`src/boot_uart_pkg.sv`:
```
package boot_uart_pkg;
    // ******************************
    // protocol bytes
    // ******************************
    localparam logic [7:0] SYNC_BYTE = 8'h7f;
    localparam logic [7:0] ACK_BYTE = 8'h79;
    localparam logic [7:0] NACK_BYTE = 8'h1f;
    // ******************************
    // register map (word byte addresses)
    // ******************************
    localparam logic [7:0] ADDR_CTRL = 8'h00;
    localparam logic [7:0] ADDR_STATUS = 8'h04;
    localparam logic [7:0] ADDR_DIVISOR = 8'h08;
    localparam logic [7:0] ADDR_RXDATA = 8'h0c;
    localparam logic [7:0] ADDR_TXDATA = 8'h10;
    localparam logic [7:0] ADDR_CMD = 8'h14;
    localparam logic [7:0] ADDR_RAM_BASE = 8'h18;
    localparam logic [7:0] ADDR_SYSMEM_BASE = 8'h1c;
    // ******************************
    // memory layout and clocking facts
    // ******************************
    localparam logic [31:0] OPTION_BYTE_ADDR = 32'h1ffff800;
    localparam logic [31:0] LOADER_RAM_BASE = 32'h20000000;
    localparam logic [31:0] LOADER_RAM_BYTES = 32'h00000800;
    localparam logic [31:0] SYSMEM_BASE = 32'h1fffec00;
    localparam logic [31:0] SYSMEM_BYTES = 32'h00000c00;
    localparam logic [1:0] FLASH_WAIT_STATES = 2'h1;
    localparam int SYS_CLK_HZ = 24000000;
    localparam int CLK_HZ = 125000000;
    // ******************************
    // frame format and widths
    // ******************************
    localparam int DATA_BITS = 8;
    localparam int FRAME_BITS = 11;
    localparam int DIV_W = 16;
    localparam logic [3:0] FRAME_LAST = 4'ha;
    localparam logic [3:0] PARITY_POS = 4'h9;
    // sync byte 0x7f holds two low bits, start and bit 7, in separate runs
    localparam logic [2:0] SYNC_LOW_BITS = 3'h2;
    // watchdog refresh interval in us, converted to cycles
    localparam int WDG_REFRESH_US = 100;
    localparam int WDG_REFRESH_CYC = (WDG_REFRESH_US * (CLK_HZ / 1000000));
    localparam logic [3:0] WDG_PRESCALE_MAX = 4'h7;
    // command codes accepted by this loader
    localparam logic [7:0] CMD_GET = 8'h00;
    localparam logic [7:0] CMD_VERSION = 8'h01;
    localparam logic [7:0] CMD_ID = 8'h02;
    // ******************************
    // port selection machine
    // ******************************
    typedef enum logic [2:0] {
        ST_IDLE = 3'b000,
        ST_POLL = 3'b001,
        ST_MEASURE = 3'b011,
        ST_ACK = 3'b010,
        ST_CMD = 3'b110,
        ST_APP = 3'b111
    } sel_state_t;
endpackage : boot_uart_pkg

```
`src/serial_port_if.sv`:
```
`timescale 1ns/1ps
// carries one candidate port between top and its serial engine
interface serial_port_if;
    logic enable; // port may run
    logic [15:0] divisor; // cycles per bit
    logic rx_line; // synchronised receive level
    logic tx_line; // transmit level
    logic [7:0] rx_data; // received byte
    logic rx_valid; // one-cycle byte pulse
    logic rx_perr; // parity or stop fault on that byte
    logic [7:0] tx_data; // byte to send
    logic tx_start; // one-cycle send request
    logic tx_busy; // sender active
    modport ctrl (output enable, output divisor, output rx_line, output tx_data,
                  output tx_start, input tx_line, input rx_data, input rx_valid,
                  input rx_perr, input tx_busy);
    modport engine (input enable, input divisor, input rx_line, input tx_data,
                    input tx_start, output tx_line, output rx_data, output rx_valid,
                    output rx_perr, output tx_busy);
endinterface : serial_port_if

```
`src/boot_uart_autodetect.sv`:
```
`timescale 1ns/1ps
// boot entry, port autodetect and baud measurement
module boot_uart_autodetect
    import boot_uart_pkg::*;
(
    // clock and reset
    input wire logic CLK_IN,
    input wire logic ARST_N_IN,
    // boot straps
    input wire logic BOOT_SELECT_PIN_IN,
    input wire logic BOOT_SELECT_OPTION_BIT_IN,
    // serial port a
    input wire logic PORT_A_RECEIVE_IN,
    output logic PORT_A_TRANSMIT_OUT,
    // serial port b
    input wire logic PORT_B_RECEIVE_IN,
    output logic PORT_B_TRANSMIT_OUT,
    // register port
    input wire logic [7:0] ADDR_IN,
    input wire logic [31:0] WDATA_IN,
    input wire logic WR_IN,
    input wire logic RD_IN,
    output logic [31:0] RDATA_OUT,
    // system status
    output logic LOADER_MODE_OUT,
    output logic DEBUG_LINK_BLOCKED_OUT,
    output logic WDG_REFRESH_OUT,
    output logic [3:0] WDG_PRESCALE_OUT,
    output logic [1:0] FLASH_WAIT_OUT
);
    // ******************************
    // reset release and pin synchronisers
    // ******************************
    logic [1:0] rst_sync_reg; // reset release chain
    logic rst_n; // released reset
    always_ff @(posedge CLK_IN or negedge ARST_N_IN) begin
        if (!ARST_N_IN) rst_sync_reg <= 2'b00;
        else rst_sync_reg <= {rst_sync_reg[0], 1'b1};
    end
    assign rst_n = rst_sync_reg[1];
    logic [3:0] pin_s1_reg; // first stage, read only by second
    logic [3:0] pin_s2_reg; // safe copies
    // raw reset, so the straps have settled before the machine wakes
    always_ff @(posedge CLK_IN or negedge ARST_N_IN) begin
        if (!ARST_N_IN) begin
            pin_s1_reg <= 4'hf;
            pin_s2_reg <= 4'hf;
        end else begin
            pin_s1_reg <= {BOOT_SELECT_OPTION_BIT_IN, BOOT_SELECT_PIN_IN,
                           PORT_B_RECEIVE_IN, PORT_A_RECEIVE_IN};
            pin_s2_reg <= pin_s1_reg;
        end
    end
    // ******************************
    // port engines (only rx and tx used)
    // ******************************
    serial_port_if port_a ();
    serial_port_if port_b ();
    serial_engine u_eng_a (.clk_in(CLK_IN), .rst_n_in(rst_n), .sp(port_a));
    serial_engine u_eng_b (.clk_in(CLK_IN), .rst_n_in(rst_n), .sp(port_b));
    // ******************************
    // state
    // ******************************
    typedef struct packed {
        sel_state_t st;
        logic strap_done; // straps taken after release
        logic loader; // loader mode latched
        logic sel_b; // chosen port is b
        logic [1:0] en; // per-port enable
        logic prev_line; // last level of measured line
        logic [2:0] low_seen; // low runs measured
        logic [DIV_W-1:0] tick; // tick timer
        logic [DIV_W-1:0] low_sum; // accumulated low time
        logic [DIV_W-1:0] divisor; // cycles per bit
        logic [7:0] rx_byte; // last command byte
        logic rx_new; // unread byte flag
        logic perr; // sticky frame fault
        logic [7:0] tx_byte;
        logic tx_go;
        logic [31:0] rdata;
        logic [31:0] wdg_cnt;
        logic wdg_pulse;
    } top_t;
    top_t t_reg, t_next;
    // current line of a port
    function automatic logic line_of(input logic b, input logic [3:0] pins);
        line_of = b ? pins[1] : pins[0];
    endfunction : line_of
    // commands this loader accepts without a NACK
    function automatic logic cmd_known(input logic [7:0] c);
        cmd_known = (c == CMD_GET) || (c == CMD_VERSION) || (c == CMD_ID);
    endfunction : cmd_known
    logic cur_line;
    assign cur_line = line_of(t_reg.sel_b, pin_s2_reg);
    logic rx_fault; // frame fault on a byte landing this cycle
    assign rx_fault = (t_reg.st == ST_CMD) && (t_reg.sel_b ? port_b.rx_valid && port_b.rx_perr
        : port_a.rx_valid && port_a.rx_perr);
    // ******************************
    // next state
    // ******************************
    always_comb begin
        t_next = t_reg;
        t_next.tx_go = 1'b0;
        t_next.wdg_pulse = 1'b0;
        // strap capture one cycle after release
        if (!t_reg.strap_done) begin
            t_next.strap_done = 1'b1;
            t_next.loader = pin_s2_reg[2] & pin_s2_reg[3];
        end
        // periodic watchdog refresh while loader runs
        if (t_reg.loader) begin
            if (t_reg.wdg_cnt == 32'(WDG_REFRESH_CYC - 1)) begin
                t_next.wdg_cnt = '0;
                t_next.wdg_pulse = 1'b1;
            end else begin
                t_next.wdg_cnt = t_reg.wdg_cnt + 32'h1;
            end
        end
        t_next.prev_line = cur_line;
        unique case (t_reg.st)
            ST_IDLE: begin
                t_next.en = 2'b00;
                if (t_reg.strap_done && t_reg.loader) t_next.st = ST_POLL;
                if (t_reg.strap_done && !t_reg.loader) t_next.st = ST_APP;
            end
            ST_POLL: begin
                // loop forever on both lines until a start edge shows
                if (!pin_s2_reg[0] || !pin_s2_reg[1]) begin
                    t_next.sel_b = pin_s2_reg[0]; // a wins a tie
                    t_next.st = ST_MEASURE;
                    t_next.tick = '0;
                    t_next.low_sum = 16'h0001; // first low cycle seen here
                    t_next.low_seen = 3'h0;
                    t_next.prev_line = 1'b0;
                end
            end
            ST_MEASURE: begin
                // tick timer counts every cycle since the start edge; low_sum counts the low time
                t_next.tick = t_reg.tick + 16'h0001;
                if (!cur_line) t_next.low_sum = t_reg.low_sum + 16'h0001;
                if (!t_reg.prev_line && cur_line) begin
                    t_next.low_seen = t_reg.low_seen + 3'h1;
                end
                // 0x7f: start and msb are its only lows; done at the rise into parity
                if (t_reg.low_seen == SYNC_LOW_BITS && t_reg.tick >= {t_reg.low_sum[14:0], 1'b0}
                    && cur_line) begin
                    t_next.divisor = {1'b0, t_reg.low_sum[DIV_W-1:1]};
                    t_next.en = t_reg.sel_b ? 2'b10 : 2'b01;
                    t_next.st = ST_ACK;
                end
            end
            ST_ACK: begin
                t_next.tx_byte = ACK_BYTE;
                t_next.tx_go = 1'b1;
                t_next.st = ST_CMD;
            end
            ST_CMD: begin
                // command loop on the chosen port only
                if (t_reg.sel_b ? port_b.rx_valid : port_a.rx_valid) begin
                    t_next.rx_byte = t_reg.sel_b ? port_b.rx_data : port_a.rx_data;
                    t_next.rx_new = 1'b1;
                    t_next.perr = t_reg.perr | rx_fault;
                    if (!cmd_known(t_next.rx_byte)) begin
                        t_next.tx_byte = NACK_BYTE;
                        t_next.tx_go = 1'b1;
                    end
                end
            end
            ST_APP: t_next.en = 2'b00;
            default: t_next.st = ST_IDLE;
        endcase
        // register writes
        if (WR_IN) begin
            unique case (ADDR_IN)
                ADDR_TXDATA: begin
                    if (t_reg.st == ST_CMD) begin
                        t_next.tx_byte = WDATA_IN[7:0];
                        t_next.tx_go = 1'b1;
                    end
                end
                ADDR_CTRL: begin
                    // a fault landing in the same cycle outlives the clear
                    if (WDATA_IN[0]) t_next.perr = rx_fault;
                end
                default: ;
            endcase
        end
        // read answer, next cycle only
        t_next.rdata = '0;
        if (RD_IN) begin
            unique case (ADDR_IN)
                ADDR_STATUS: t_next.rdata = {24'h0, t_reg.perr, t_reg.rx_new,
                    t_reg.sel_b, t_reg.loader, 1'b0, t_reg.st};
                ADDR_DIVISOR: t_next.rdata = {16'h0, t_reg.divisor};
                ADDR_RAM_BASE: t_next.rdata = LOADER_RAM_BASE;
                ADDR_SYSMEM_BASE: t_next.rdata = SYSMEM_BASE;
                ADDR_RXDATA: begin
                    t_next.rdata = {24'h0, t_reg.rx_byte};
                    t_next.rx_new = t_next.rx_new & (t_reg.st != ST_CMD
                        || !(t_reg.sel_b ? port_b.rx_valid : port_a.rx_valid));
                end
                default: t_next.rdata = '0;
            endcase
        end
    end
    // ******************************
    // state register
    // ******************************
    always_ff @(posedge CLK_IN or negedge rst_n) begin
        if (!rst_n) t_reg <= '0;
        else t_reg <= t_next;
    end
    // ******************************
    // engine wiring
    // ******************************
    assign port_a.enable = t_reg.en[0];
    assign port_b.enable = t_reg.en[1];
    assign port_a.divisor = t_reg.divisor;
    assign port_b.divisor = t_reg.divisor;
    assign port_a.rx_line = pin_s2_reg[0];
    assign port_b.rx_line = pin_s2_reg[1];
    assign port_a.tx_data = t_reg.tx_byte;
    assign port_b.tx_data = t_reg.tx_byte;
    assign port_a.tx_start = t_reg.tx_go & ~t_reg.sel_b;
    assign port_b.tx_start = t_reg.tx_go & t_reg.sel_b;
    // ******************************
    // output flops
    // ******************************
    always_ff @(posedge CLK_IN or negedge rst_n) begin
        if (!rst_n) begin
            PORT_A_TRANSMIT_OUT <= 1'b1;
            PORT_B_TRANSMIT_OUT <= 1'b1;
            LOADER_MODE_OUT <= 1'b0;
            DEBUG_LINK_BLOCKED_OUT <= 1'b0;
            WDG_REFRESH_OUT <= 1'b0;
            WDG_PRESCALE_OUT <= 4'h0;
            FLASH_WAIT_OUT <= 2'h0;
        end else begin
            PORT_A_TRANSMIT_OUT <= port_a.tx_line;
            PORT_B_TRANSMIT_OUT <= port_b.tx_line;
            LOADER_MODE_OUT <= t_reg.loader;
            DEBUG_LINK_BLOCKED_OUT <= t_reg.loader;
            WDG_REFRESH_OUT <= t_reg.wdg_pulse;
            WDG_PRESCALE_OUT <= t_reg.loader ? WDG_PRESCALE_MAX : 4'h0;
            FLASH_WAIT_OUT <= t_reg.loader ? FLASH_WAIT_STATES : 2'h0;
        end
    end
    assign RDATA_OUT = t_reg.rdata;
endmodule : boot_uart_autodetect

```
`src/serial_engine.sv`:
```
`timescale 1ns/1ps
// 8e1 receiver and transmitter for one port
module serial_engine
    import boot_uart_pkg::*;
(
    // clock and reset
    input wire logic clk_in,
    input wire logic rst_n_in,
    // port link
    serial_port_if.engine sp
);
    typedef struct packed {
        logic rx_run; // receiving a frame
        logic [3:0] rx_idx; // bit index in frame
        logic [15:0] rx_cnt; // cycles inside bit
        logic [9:0] rx_sh; // data, parity, stop
        logic [7:0] rx_data;
        logic rx_valid;
        logic rx_perr;
        logic tx_run;
        logic [3:0] tx_idx;
        logic [15:0] tx_cnt;
        logic [10:0] tx_sh;
        logic tx_line;
    } eng_t;
    eng_t s_reg, s_next;
    // ******************************
    // next state
    // ******************************
    always_comb begin
        s_next = s_reg;
        s_next.rx_valid = 1'b0;
        if (!sp.enable) begin
            // disabled port ignores its line entirely
            s_next.rx_run = 1'b0;
            s_next.tx_run = 1'b0;
            s_next.tx_line = 1'b1;
        end else begin
            // receiver: start edge, then sample mid bit
            if (!s_reg.rx_run) begin
                if (!sp.rx_line) begin
                    s_next.rx_run = 1'b1;
                    s_next.rx_idx = 4'h0;
                    s_next.rx_cnt = {1'b0, sp.divisor[15:1]};
                end
            end else if (s_reg.rx_cnt == 16'h0000) begin
                s_next.rx_cnt = sp.divisor - 16'h0001;
                if (s_reg.rx_idx == 4'h0) begin
                    // false start rejected
                    if (sp.rx_line) s_next.rx_run = 1'b0;
                end else begin
                    s_next.rx_sh = {sp.rx_line, s_reg.rx_sh[9:1]};
                end
                if (s_reg.rx_idx == FRAME_LAST) begin
                    s_next.rx_run = 1'b0;
                    s_next.rx_data = s_reg.rx_sh[8:1];
                    s_next.rx_valid = 1'b1;
                    // even parity over data and parity bit, stop must be high
                    s_next.rx_perr = (^s_reg.rx_sh[9:1]) | ~sp.rx_line;
                end
                s_next.rx_idx = s_reg.rx_idx + 4'h1;
            end else begin
                s_next.rx_cnt = s_reg.rx_cnt - 16'h0001;
            end
            // transmitter: start, 8 data lsb first, even parity, stop
            if (!s_reg.tx_run) begin
                if (sp.tx_start) begin
                    s_next.tx_run = 1'b1;
                    s_next.tx_idx = 4'h0;
                    s_next.tx_cnt = sp.divisor - 16'h0001;
                    s_next.tx_sh = {1'b1, ^sp.tx_data, sp.tx_data, 1'b0};
                    s_next.tx_line = 1'b0;
                end
            end else if (s_reg.tx_cnt == 16'h0000) begin
                s_next.tx_cnt = sp.divisor - 16'h0001;
                if (s_reg.tx_idx == FRAME_LAST) begin
                    s_next.tx_run = 1'b0;
                    s_next.tx_line = 1'b1;
                end else begin
                    s_next.tx_idx = s_reg.tx_idx + 4'h1;
                    s_next.tx_line = s_reg.tx_sh[s_reg.tx_idx + 4'h1];
                end
            end else begin
                s_next.tx_cnt = s_reg.tx_cnt - 16'h0001;
            end
        end
    end
    // ******************************
    // state register
    // ******************************
    always_ff @(posedge clk_in or negedge rst_n_in) begin
        if (!rst_n_in) begin
            s_reg <= '0;
            s_reg.tx_line <= 1'b1;
        end else begin
            s_reg <= s_next;
        end
    end
    assign sp.tx_line = s_reg.tx_line;
    assign sp.rx_data = s_reg.rx_data;
    assign sp.rx_valid = s_reg.rx_valid;
    assign sp.rx_perr = s_reg.rx_perr;
    assign sp.tx_busy = s_reg.tx_run | sp.tx_start;
endmodule : serial_engine

```
`config.mk`:
```
export PLATFORM = sky130hd
export DESIGN_NAME = boot_uart_autodetect
export DESIGN_NICKNAME = d
export VERILOG_FILES = /design/src/boot_uart_pkg.sv /design/src/serial_port_if.sv /design/src/boot_uart_autodetect.sv /design/src/serial_engine.sv
export SDC_FILE = /design/constraint.sdc
export NUM_CORES = 1
export LEC_CHECK = 0
export BUFFER_PORTS_ARGS = -buffer_cell sky130_fd_sc_hd__buf_2
export CAP_MARGIN = 40
export CORE_UTILIZATION = 55
export DETAILED_ROUTE_END_ITERATION = 8
export PLACE_DENSITY_LB_ADDON = 0.12
export SLEW_MARGIN = 20
export SYNTH_ARGS = -nofsm -noshare
export SYNTH_HDL_FRONTEND = slang
export SYNTH_SLANG_ARGS = --single-unit
```
`constraint.sdc`:
```
create_clock -name CLK_IN -period 13.3 [get_ports CLK_IN]
set_clock_uncertainty 0.15 [all_clocks]
set_input_delay 0.665 -clock CLK_IN [delete_from_list [all_inputs] [get_ports CLK_IN]]
set_output_delay 0.665 -clock CLK_IN [all_outputs]
set_load 0.02 [all_outputs]
```
==> results of run 1 <==
[layout by cell type, fill, tap and decap left out, drive strengths merged, types with 9 or more instances in the layout]
master,count
o211ai,15
a21o,11
or3,22
a22o,14
dfstp,12
o31ai,15
or4,14
dfrtp,274
xnor2,54
mux2i,35
nor3,69
o21ai,108
a31oi,22
nor4b,9
a22oi,12
nand2,146
buf,86
mux2,61
a21oi,81
nand3b,10
nand2b,14
nand4,23
a211oi,11
nor4,31
ha,35
inv,63
nand3,56
nor2,120
xor2,23
clkbuf,38
and3,15
[power breakdown]
| part | switching [mW] | total [mW] | internal, mW |
|---|---|---|---|
| Combinational | 0.152 | 0.267 | 0.115 |
| Sequential | 0.0868 | 1.02 | 0.932 |
| Clock | 0.378 | 0.993 | 0.615 |
[logic make-up (layout without fill, tap and decap cells)]
| group | after synthesis | after routing | synth area share |
|---|---|---|---|
| flops | 286 | 286 | 0.458 |
| xor+xnor | 79 | 79 | 0.0460 |
| fa+ha+maj | 35 | 35 | 0.0280 |
| compound gates | 379 | 379 | 0.160 |
| mux | 98 | 98 | 0.0692 |
| buf+inv | 174 | 205 | 0.0518 |
| other cells | 2 | 6 | 0.000480 |
| simple gates | 575 | 575 | 0.186 |
[routing by layer]
| metal | wire (µm) | part of all wire | GRT usage |
|---|---|---|---|
| met1 | 17700 | 0.44 | 0.373 |
| met2 | 18900 | 0.47 | 0.460 |
| met3 | 2000 | 0.050 | 0.0437 |
| met4 | 1430 | 0.036 | 0.0991 |
| met5 | 30 | 0.00075 | 0 |
[worst min path at each step]
| stage | depth (start not counted) | slack (ps) | endpoint | startpoint |
|---|---|---|---|---|
| 2_1_floorplan | 0 | 180 | WDG_REFRESH_OUT | t_reg[0] |
| 3_3_place_gp | 0 | 180 | WDG_REFRESH_OUT | t_reg[0] |
| 3_5_place_dp | 0 | 180 | WDG_REFRESH_OUT | t_reg[0] |
| 4_1_cts | 1 | 10 | pin_s1_reg[1] | PORT_B_RECEIVE_IN |
| 5_1_grt | 1 | 10 | pin_s1_reg[1] | PORT_B_RECEIVE_IN |
| 6_report | 1 | 30 | pin_s1_reg[1] | PORT_B_RECEIVE_IN |
[stage by stage]
stage	instances	instance area [µm²]	worst slack (ps)	hold slack, ps	util
final	2041	17300	9940	33.1	0.622
after global routing	2041	17300	9780	13.4	0.622
after CTS	2040	17300	9980	10.4	0.622
after detailed placement	1981	16100	9980	185	0.578
after global placement	1972	16000	9890	184	0.574
after floorplan	1632	15700	4840	181	-
[area by class of cell]
type	count	area [µm²]	area share
clock buffer	37	848	0.0490
inverter	59	221	0.0128
tap	378	473	0.0273
timing repair buffer	88	567	0.0327
multi-input combinational	1172	7690	0.444
sequential	286	7180	0.414
clock inverter	21	349	0.0201
[timing repair]
| action | CTS | global route |
|---|---|---|
| hold buffers | 1 | 0 |
| endpoints found under the hold margin | 2 | 0 |
| resized for setup | 0 | 0 |
==> impl_results.md, run 1 <==
* Status: complete, no violations
* Min-delay worst type: input port to flip-flop
* Total Nets Final at approximately 1,700
* Synth Register Bits at 286
* CP Capture Type: flip-flop
* Post-CTS setup buffers at 0
* Most frequent cells after synthesis: dfrtp_1, nand2_1, nor2_1
* Cell breakdown of the critical path: inv_1 -> ha_1 -> nor3b_2 -> and4_1 -> nand3_1 -> or4b_1 -> mux2_1
* Site row count at 61
* Setup crit end: u_eng_b.sp.rx_perr
* CP Buf/Inv Count at 1
* Clock slew at reported path FFs at 70 ps
* Reg2Reg Setup Slack at 9940 ps
* Warnings, synthesis at 0
* Top cells by area, synth: dfrtp_1, mux2_2, nand2_1, o21ai_0, xnor2_1
* RR Endpoint: u_eng_b.sp.rx_perr
* Final Cycle Share at 0.253
* Synth top area share at 0.438
* Max_cap viols at 0
* Post-synth ARST share at 1.00
* Critical path class: flip-flop to flip-flop
* Slew at the pin closest to its max-slew limit at 940 ps
* Root buf cell: clkbuf_16
* Grt total ovfl at 0
* Die area at 0.0291 mm²
* Largest register FFs at 86
* Layout cell share with drive strength beyond 1 at 0.145
* DR pass1 iterations at 6
* Final HPWL DP at 28.2 mm
* GRT Overall Usage at 0.279
* Pleak at 7.64 nW
* DR iter-0 viols at 1,039
* Unrepaired setup endpoints after global routing: no
* First-pass GRT wire length at 64.4 mm
* Max Buffers Root-to-Sink at 3
* Chip Width at around 170 µm
* CTS tree: done
* Synthesized area per cell at slightly below 10 µm²
* Final setup viols at 0
* Worst Setup SP: u_eng_b.s_reg[53]
* Routed Antenna Nets at 0
* Final hold vios at 0
* Worst slew margin at 0.369
* Post-route DRC at 0
* I/O Buffers at 62
* Reg-to-reg critical path startpoint: u_eng_b.s_reg[53]
* Most frequent cell after synthesis: dfrtp_1
* Critical path depth at 7
* Vias per cell at 6.19
* Clk sinks at 286
* CP required at 13,610 ps
* Peak supply drop at ~0.11 mV
* Worst R2R Path Depth at 7
* Post-synthesis sequential area ratio at 0.458
* Synth cell types at 80
* Biggest area consumer among synthesized cells: dfrtp_1
* GPL Wtd Cong at 0.889
* Routed WL at 40.1 mm
* Design Power at ~2.3 mW
* Final min period at between 3000 and 4000 ps
* Die Span Y at 171 µm
* Total core area at 0.0279 mm²
* Worst-skew pair later-pin latency at approximately 580 ps
* Wire per inst at between 15 and 20 µm
* WP data arrival at 3670 ps
* EDFF count, synth at 0
* Max FO, Critical Path at 12
* Worst path max stage delay at about 800 ps
* Inserted Diodes at 0
* Maximum clock frequency at 298 MHz
* Num ports at 91
* Initial Utilization at 0.562
* Synth Flop Type: dfrtp_1
* CTS Buf Count at 31
* CP Launch Type: flip-flop
* Total Negative Setup Slacks at 0 ps
* Vias in the first global route at 12,208
* Slowest CP cell: or4b_1
* Initial antenna violation count at 2
* Via count at 12,636
* Pwr/cell area at ~130 mW/mm²
* CTS H-tree depth at 1
* Gate count of the mapped netlist at between 1,500 and 2,000
* Max Slew Vio Count at 0
* Layout area overhead at 10.8%
* Cell area after synthesis at around 0.016 mm²
* Largest net degree at the start of global routing at 53
* Crit path max-delay family: simple AND/OR/NAND/NOR gates
* Fill count at about 2,300
Power figures use the tool's default switching activity.
==> inputs of run 2 (changes only) <==
==> constraint.sdc (replaced) <==
create_clock -name CLK_IN -period 3.3 [get_ports CLK_IN]
set_clock_uncertainty 0.15 [all_clocks]
set_input_delay 0.165 -clock CLK_IN [delete_from_list [all_inputs] [get_ports CLK_IN]]
set_output_delay 0.165 -clock CLK_IN [all_outputs]
set_load 0.02 [all_outputs]
==> impl_results.md, run 2 (synthesized netlist as in run 1, its figures left out) <==
* Hold WS at 37.0 ps
* CTS H-tree depth at 2
* Max_cap viols at 0
* WP data arrival at 3210 ps
* CP required at 3550 ps
* CTS Buf Count at 34
* CP Launch Type: flip-flop
* Initial antenna violation count at 2
* Final HPWL DP at approximately 29 mm
* Most common cell after layout, fill and taps aside: dfrtp_1
* Total Negative Setup Slacks at 0 ps
* Maximum clock frequency at 339 MHz
* Design Power at 9.06 mW
* Die area at 0.0291 mm²
* Critical path depth at 7
* Peak supply drop at 0.467 mV
* Worst-skew pair later-pin latency at 520 ps
* Fill count at 2,332
* Post_cts resized at 0
* Layout cell share with drive strength beyond 1 at 0.159
* Largest register FFs at between 80 and 90
* Max Slew Vio Count at 0
* Max Buffers Root-to-Sink at 3
* Critical path class: flip-flop to flip-flop
* Hold Path Depth at 4
* First-pass GRT wire length at 65.0 mm
* Grt total ovfl at 0
* Unrepaired setup endpoints after global routing: no
* Hold-fix buffers, CTS at 21
* Via count at 12,861
* Commonest cells after routing, fill and taps aside: dfrtp_1, nand2_1, nor2_1
* GPL Wtd Cong at between 0.8 and 0.9
* Largest net degree at the start of global routing at 66
* Post-CTS setup buffers at 0
* Wire per inst at 19.3 µm
* DR iter-0 viols at 1,087
* Final setup viols at 0
* Clk sinks at about 290
* Setup ws final at 349 ps
* Die Span Y at 171 µm
* Crit path max-delay family: simple AND/OR/NAND/NOR gates
* Slew at the pin closest to its max-slew limit at 842 ps
* DP Worst Slack at 359 ps
* Total Nets Final at 1,783
* Root buf cell: clkbuf_16
* Worst R2R Path Depth at 7
* Reg2Reg Setup Slack at ~350 ps
* Storage element area at about 0.0072 mm²
* Num ports at about 90
* Chip Width at 171 µm
* Pleak at approximately 7.9 nW
* Area of the multi-input gates at 0.00769 mm²
* Max FO, Critical Path at 9
* Site row count at 61
* CP Capture Type: flip-flop
* Routed Antenna Nets at 0
* GRT Overall Usage at 0.284
* CTS tree: done
* Worst path max stage delay at ~520 ps
* Vias per cell at 6.11
* Clock slew at reported path FFs at 60 ps
* Routed WL at 40.7 mm
* Final Cycle Share at 0.894
* Pwr/cell area at 510 mW/mm²
* Cell breakdown of the critical path: inv_1 -> ha_1 -> or3b_2 -> nor2_1 -> nand3_1 -> a211oi_4 -> mux2_2
* Total core area at 0.0279 mm²
* Slowest CP cell: or3b_2
* Status: complete, no violations
* Min-delay worst type: input port to flip-flop
* Worst slew margin at 0.435
* Core Util, Final at 0.638
* DR pass1 iterations at 5
* Initial Utilization at 0.562
* Post-route DRC at 0
* Final hold vios at 0
* Layout area overhead at 13.5%
* Final min period at about 3000 ps
* Vias in the first global route at about 12,000
* CP Buf/Inv Count at 1
* I/O Buffers at between 60 and 70
==> run 2: power breakdown <==
part           internal, mW  total [mW]  switching, mW  leakage (nW)
registers              3.76        4.10          0.341          3.62
clock network          2.36        3.83           1.47         0.564
logic                 0.493        1.13          0.634          3.71
==> run 2: worst paths after layout <==
kind / from / endpoint
setup / recovery: u_eng_a.s_reg[53] / u_eng_a.s_reg[50]
hold / removal: ADDR_IN[3] / RDATA_OUT[0]
setup reg to reg: u_eng_a.s_reg[53] / u_eng_a.s_reg[50]
hold reg to reg: rst_sync_reg[1] / u_eng_a.sp.rx_data[2]
max in group asynchronous: rst_sync_reg[1] / u_eng_a.sp.tx_line
min in group asynchronous: ARST_N_IN / pin_s2_reg[1]
==> run 2: per-stage QoR <==
| stage | instances | instance area [µm²] |
|---|---|---|
| 2_1_floorplan | 1632 | 15700 |
| 3_3_place_gp | 2017 | 16400 |
| 3_5_place_dp | 2019 | 16400 |
| 4_1_cts | 2101 | 17700 |
| 5_1_grt | 2103 | 17800 |
| 6_report | 2104 | 17800 |
==> run 2: routing by layer <==
layer / vias up / wire [µm] / GRT usage
li1: 6035 / - / -
met1: 6305 / 17500 / 0.374
met2: 424 / 19300 / 0.465
met3: 97 / 2650 / 0.0509
met4: 0 / 1280 / 0.107
met5: - / 0 / 0
==> run 2: worst register-to-register path, delay by kind of cell (launching register included) <==
kind,cells,cell delay (ps)
flip-flops,1,430
AO/OA/AOI/OAI,1,520
multiplexers,1,400
buffers and inverters,1,80
AND/OR/NAND/NOR,3,1070
adder cells (fa/ha/maj),1,190
==> run 2: layout make-up <==
class | count | share of cell area
clock buffers | 48 | 0.0542
well taps | 378 | 0.0266
flip-flops and latches | 286 | 0.404
inverters | 59 | 0.0125
repair buffers | 147 | 0.0586
multi-input cells | 1172 | 0.433
diodes | 1 | 0.000141
clock inverters | 13 | 0.0107
==> inputs of run 3 (changes only) <==
--- a/config.mk
+++ b/config.mk
@@ -5,10 +5,10 @@
 export SDC_FILE = /design/constraint.sdc
 export NUM_CORES = 1
 export LEC_CHECK = 0
-export BUFFER_PORTS_ARGS = -buffer_cell sky130_fd_sc_hd__buf_2
 export CAP_MARGIN = 40
 export CORE_UTILIZATION = 55
 export DETAILED_ROUTE_END_ITERATION = 8
+export DONT_BUFFER_PORTS = 1
 export PLACE_DENSITY_LB_ADDON = 0.12
 export SLEW_MARGIN = 20
 export SYNTH_ARGS = -nofsm -noshare
==> impl_results.md, run 3 (synthesized netlist as in run 1, its figures left out) <==
* Status: complete, no violations
* CP Buf/Inv Count at 1
* Via count at ~13,000
* Max Buffers Root-to-Sink at 3
* Setup ws final at 275 ps
* Slew at the pin closest to its max-slew limit at approximately 810 ps
* Total core area at 0.0279 mm²
* Total Nets Final at roughly 1,700
* Layout cell share with drive strength beyond 1 at 0.128
* CTS H-tree depth at 1
* Most common cell after layout, fill and taps aside: dfrtp_1
* Layout area overhead at 11.5%
* CP required at 3610 ps
* Vias per cell at around 6
* Post_cts resized at 0
* Routed WL at 40.2 mm
* Final HPWL DP at ~28 mm
* Commonest cells after routing, fill and taps aside: dfrtp_1, nand2_1, nor2_1
* CP Launch Type: flip-flop
* Initial antenna violation count at 0
* Grt total ovfl at 0
* CP Capture Type: flip-flop
* Wire per inst at a little under 20 µm
* Post-route DRC at 0
* Site row count at between 60 and 70
* DR pass1 iterations at 7
* Post-CTS setup buffers at 0
* CTS tree: done
* GRT Overall Usage at 0.282
* Final min period at 3020 ps
* Largest register FFs at 86
* Die area at 0.0291 mm²
* Worst-skew pair later-pin latency at 580 ps
* Total Negative Setup Slacks at 0 ps
* DP Worst Slack at 334 ps
* Worst slew margin at 0.457
* Hold-fix buffers, CTS at 30
* First-pass GRT wire length at 64.8 mm
* DR iter-0 viols at 1,295
* Pwr/cell area at a little under 500 mW/mm²
* Placed Cells at 1,958
* Fill count at 2,330
* Pleak at 7.58 nW
* Routed Antenna Nets at 0
* Chip Width at around 170 µm
* Die Span Y at 171 µm
* Maximum clock frequency at 331 MHz
* I/O Buffers at 0
* Max_cap viols at 0
* Inserted Diodes at 0
* Largest net degree at the start of global routing at 46
* Clock slew at reported path FFs at 60 ps
* Max FO, Critical Path at 13
* Final setup viols at 0
* Clk sinks at between 200 and 300
* Unrepaired setup endpoints after global routing: no
* Initial Utilization at 0.562
* Root buf cell: clkbuf_16
* WP data arrival at 3330 ps
* CTS Buf Count at 31
* Max Slew Vio Count at 0
* Crit path max-delay family: compound AO/OA/AOI/OAI gates
* GPL Wtd Cong at 0.912
* Peak supply drop at roughly 0.51 mV
* Final Cycle Share at 0.917
* Final hold vios at 0
* Num ports at 91
* Vias in the first global route at 12,091
* Slowest CP cell: o41ai_4
* Fin cells at 2,046
* Min-delay worst type: input port to flip-flop
* Critical path class: flip-flop to flip-flop
* Cell breakdown of the critical path: inv_1 -> ha_1 -> or4b_1 -> o41ai_4 -> nor2_1 -> nor4b_1 -> a221o_1
* Worst path max stage delay at between 800 and 900 ps
run 3: layout make-up:
class	instances	area, µm²	share of cell area
Clock inverter	17	149	0.00854
Tap cell	378	473	0.0271
Multi-Input combinational cell	1172	7690	0.441
Timing Repair Buffer	93	868	0.0498
Inverter	59	221	0.0127
Sequential cell	286	7180	0.411
Clock buffer	41	863	0.0495
run 3: routing by layer:
metal,wire length (µm),GRT usage,share of wire,vias up
li1,-,-,-,5921
met4,1280,0.101,0.032,0
met5,0,0,0,-
met3,2080,0.0402,0.052,90
met2,18800,0.453,0.47,402
met1,18000,0.388,0.45,6168
run 3: report_power, final:
part	switching [mW]	total, mW	internal (mW)
clock network	1.51	3.44	1.93
registers	0.338	4.10	3.76
logic	0.628	1.12	0.492
run 3: path summary, 6_finish.rpt:
check	from	end	slack, ps	cells after the start
worst min-delay path	ADDR_IN[1]	RDATA_OUT[4]	30	4
max in group asynchronous	rst_sync_reg[1]	u_eng_a.sp.tx_line	2050	1
min in group asynchronous	rst_sync_reg[1]	u_eng_a.s_reg[45]	220	0
worst min register to register	t_reg[0]	WDG_REFRESH_OUT	200	0
worst max register to register	u_eng_b.s_reg[12]	u_eng_b.s_reg[23]	280	7
worst max-delay path	u_eng_b.s_reg[12]	u_eng_b.s_reg[23]	280	7
run 3: through the flow:
step / util / total power, mW / area (µm²) / hold WS, ps
after global routing: 0.626 / 9.04 / 17400 / 20.2
after detailed placement: 0.579 / 5.22 / 16100 / -280
final: 0.626 / 8.66 / 17400 / 28.3
after floorplan: - / 4.91 / 15700 / -281
after CTS: 0.626 / 8.69 / 17400 / 2.49
after global placement: 0.578 / 5.18 / 16100 / -280
run 3: worst register-to-register path: stages, from the launching register on:
cell and delay [ps]:
dfrtp_1 400, inv_1 90, ha_1 200, or4b_1 660, o41ai_4 830, nor2_1 140
nor4b_1 180, a221o_1 260
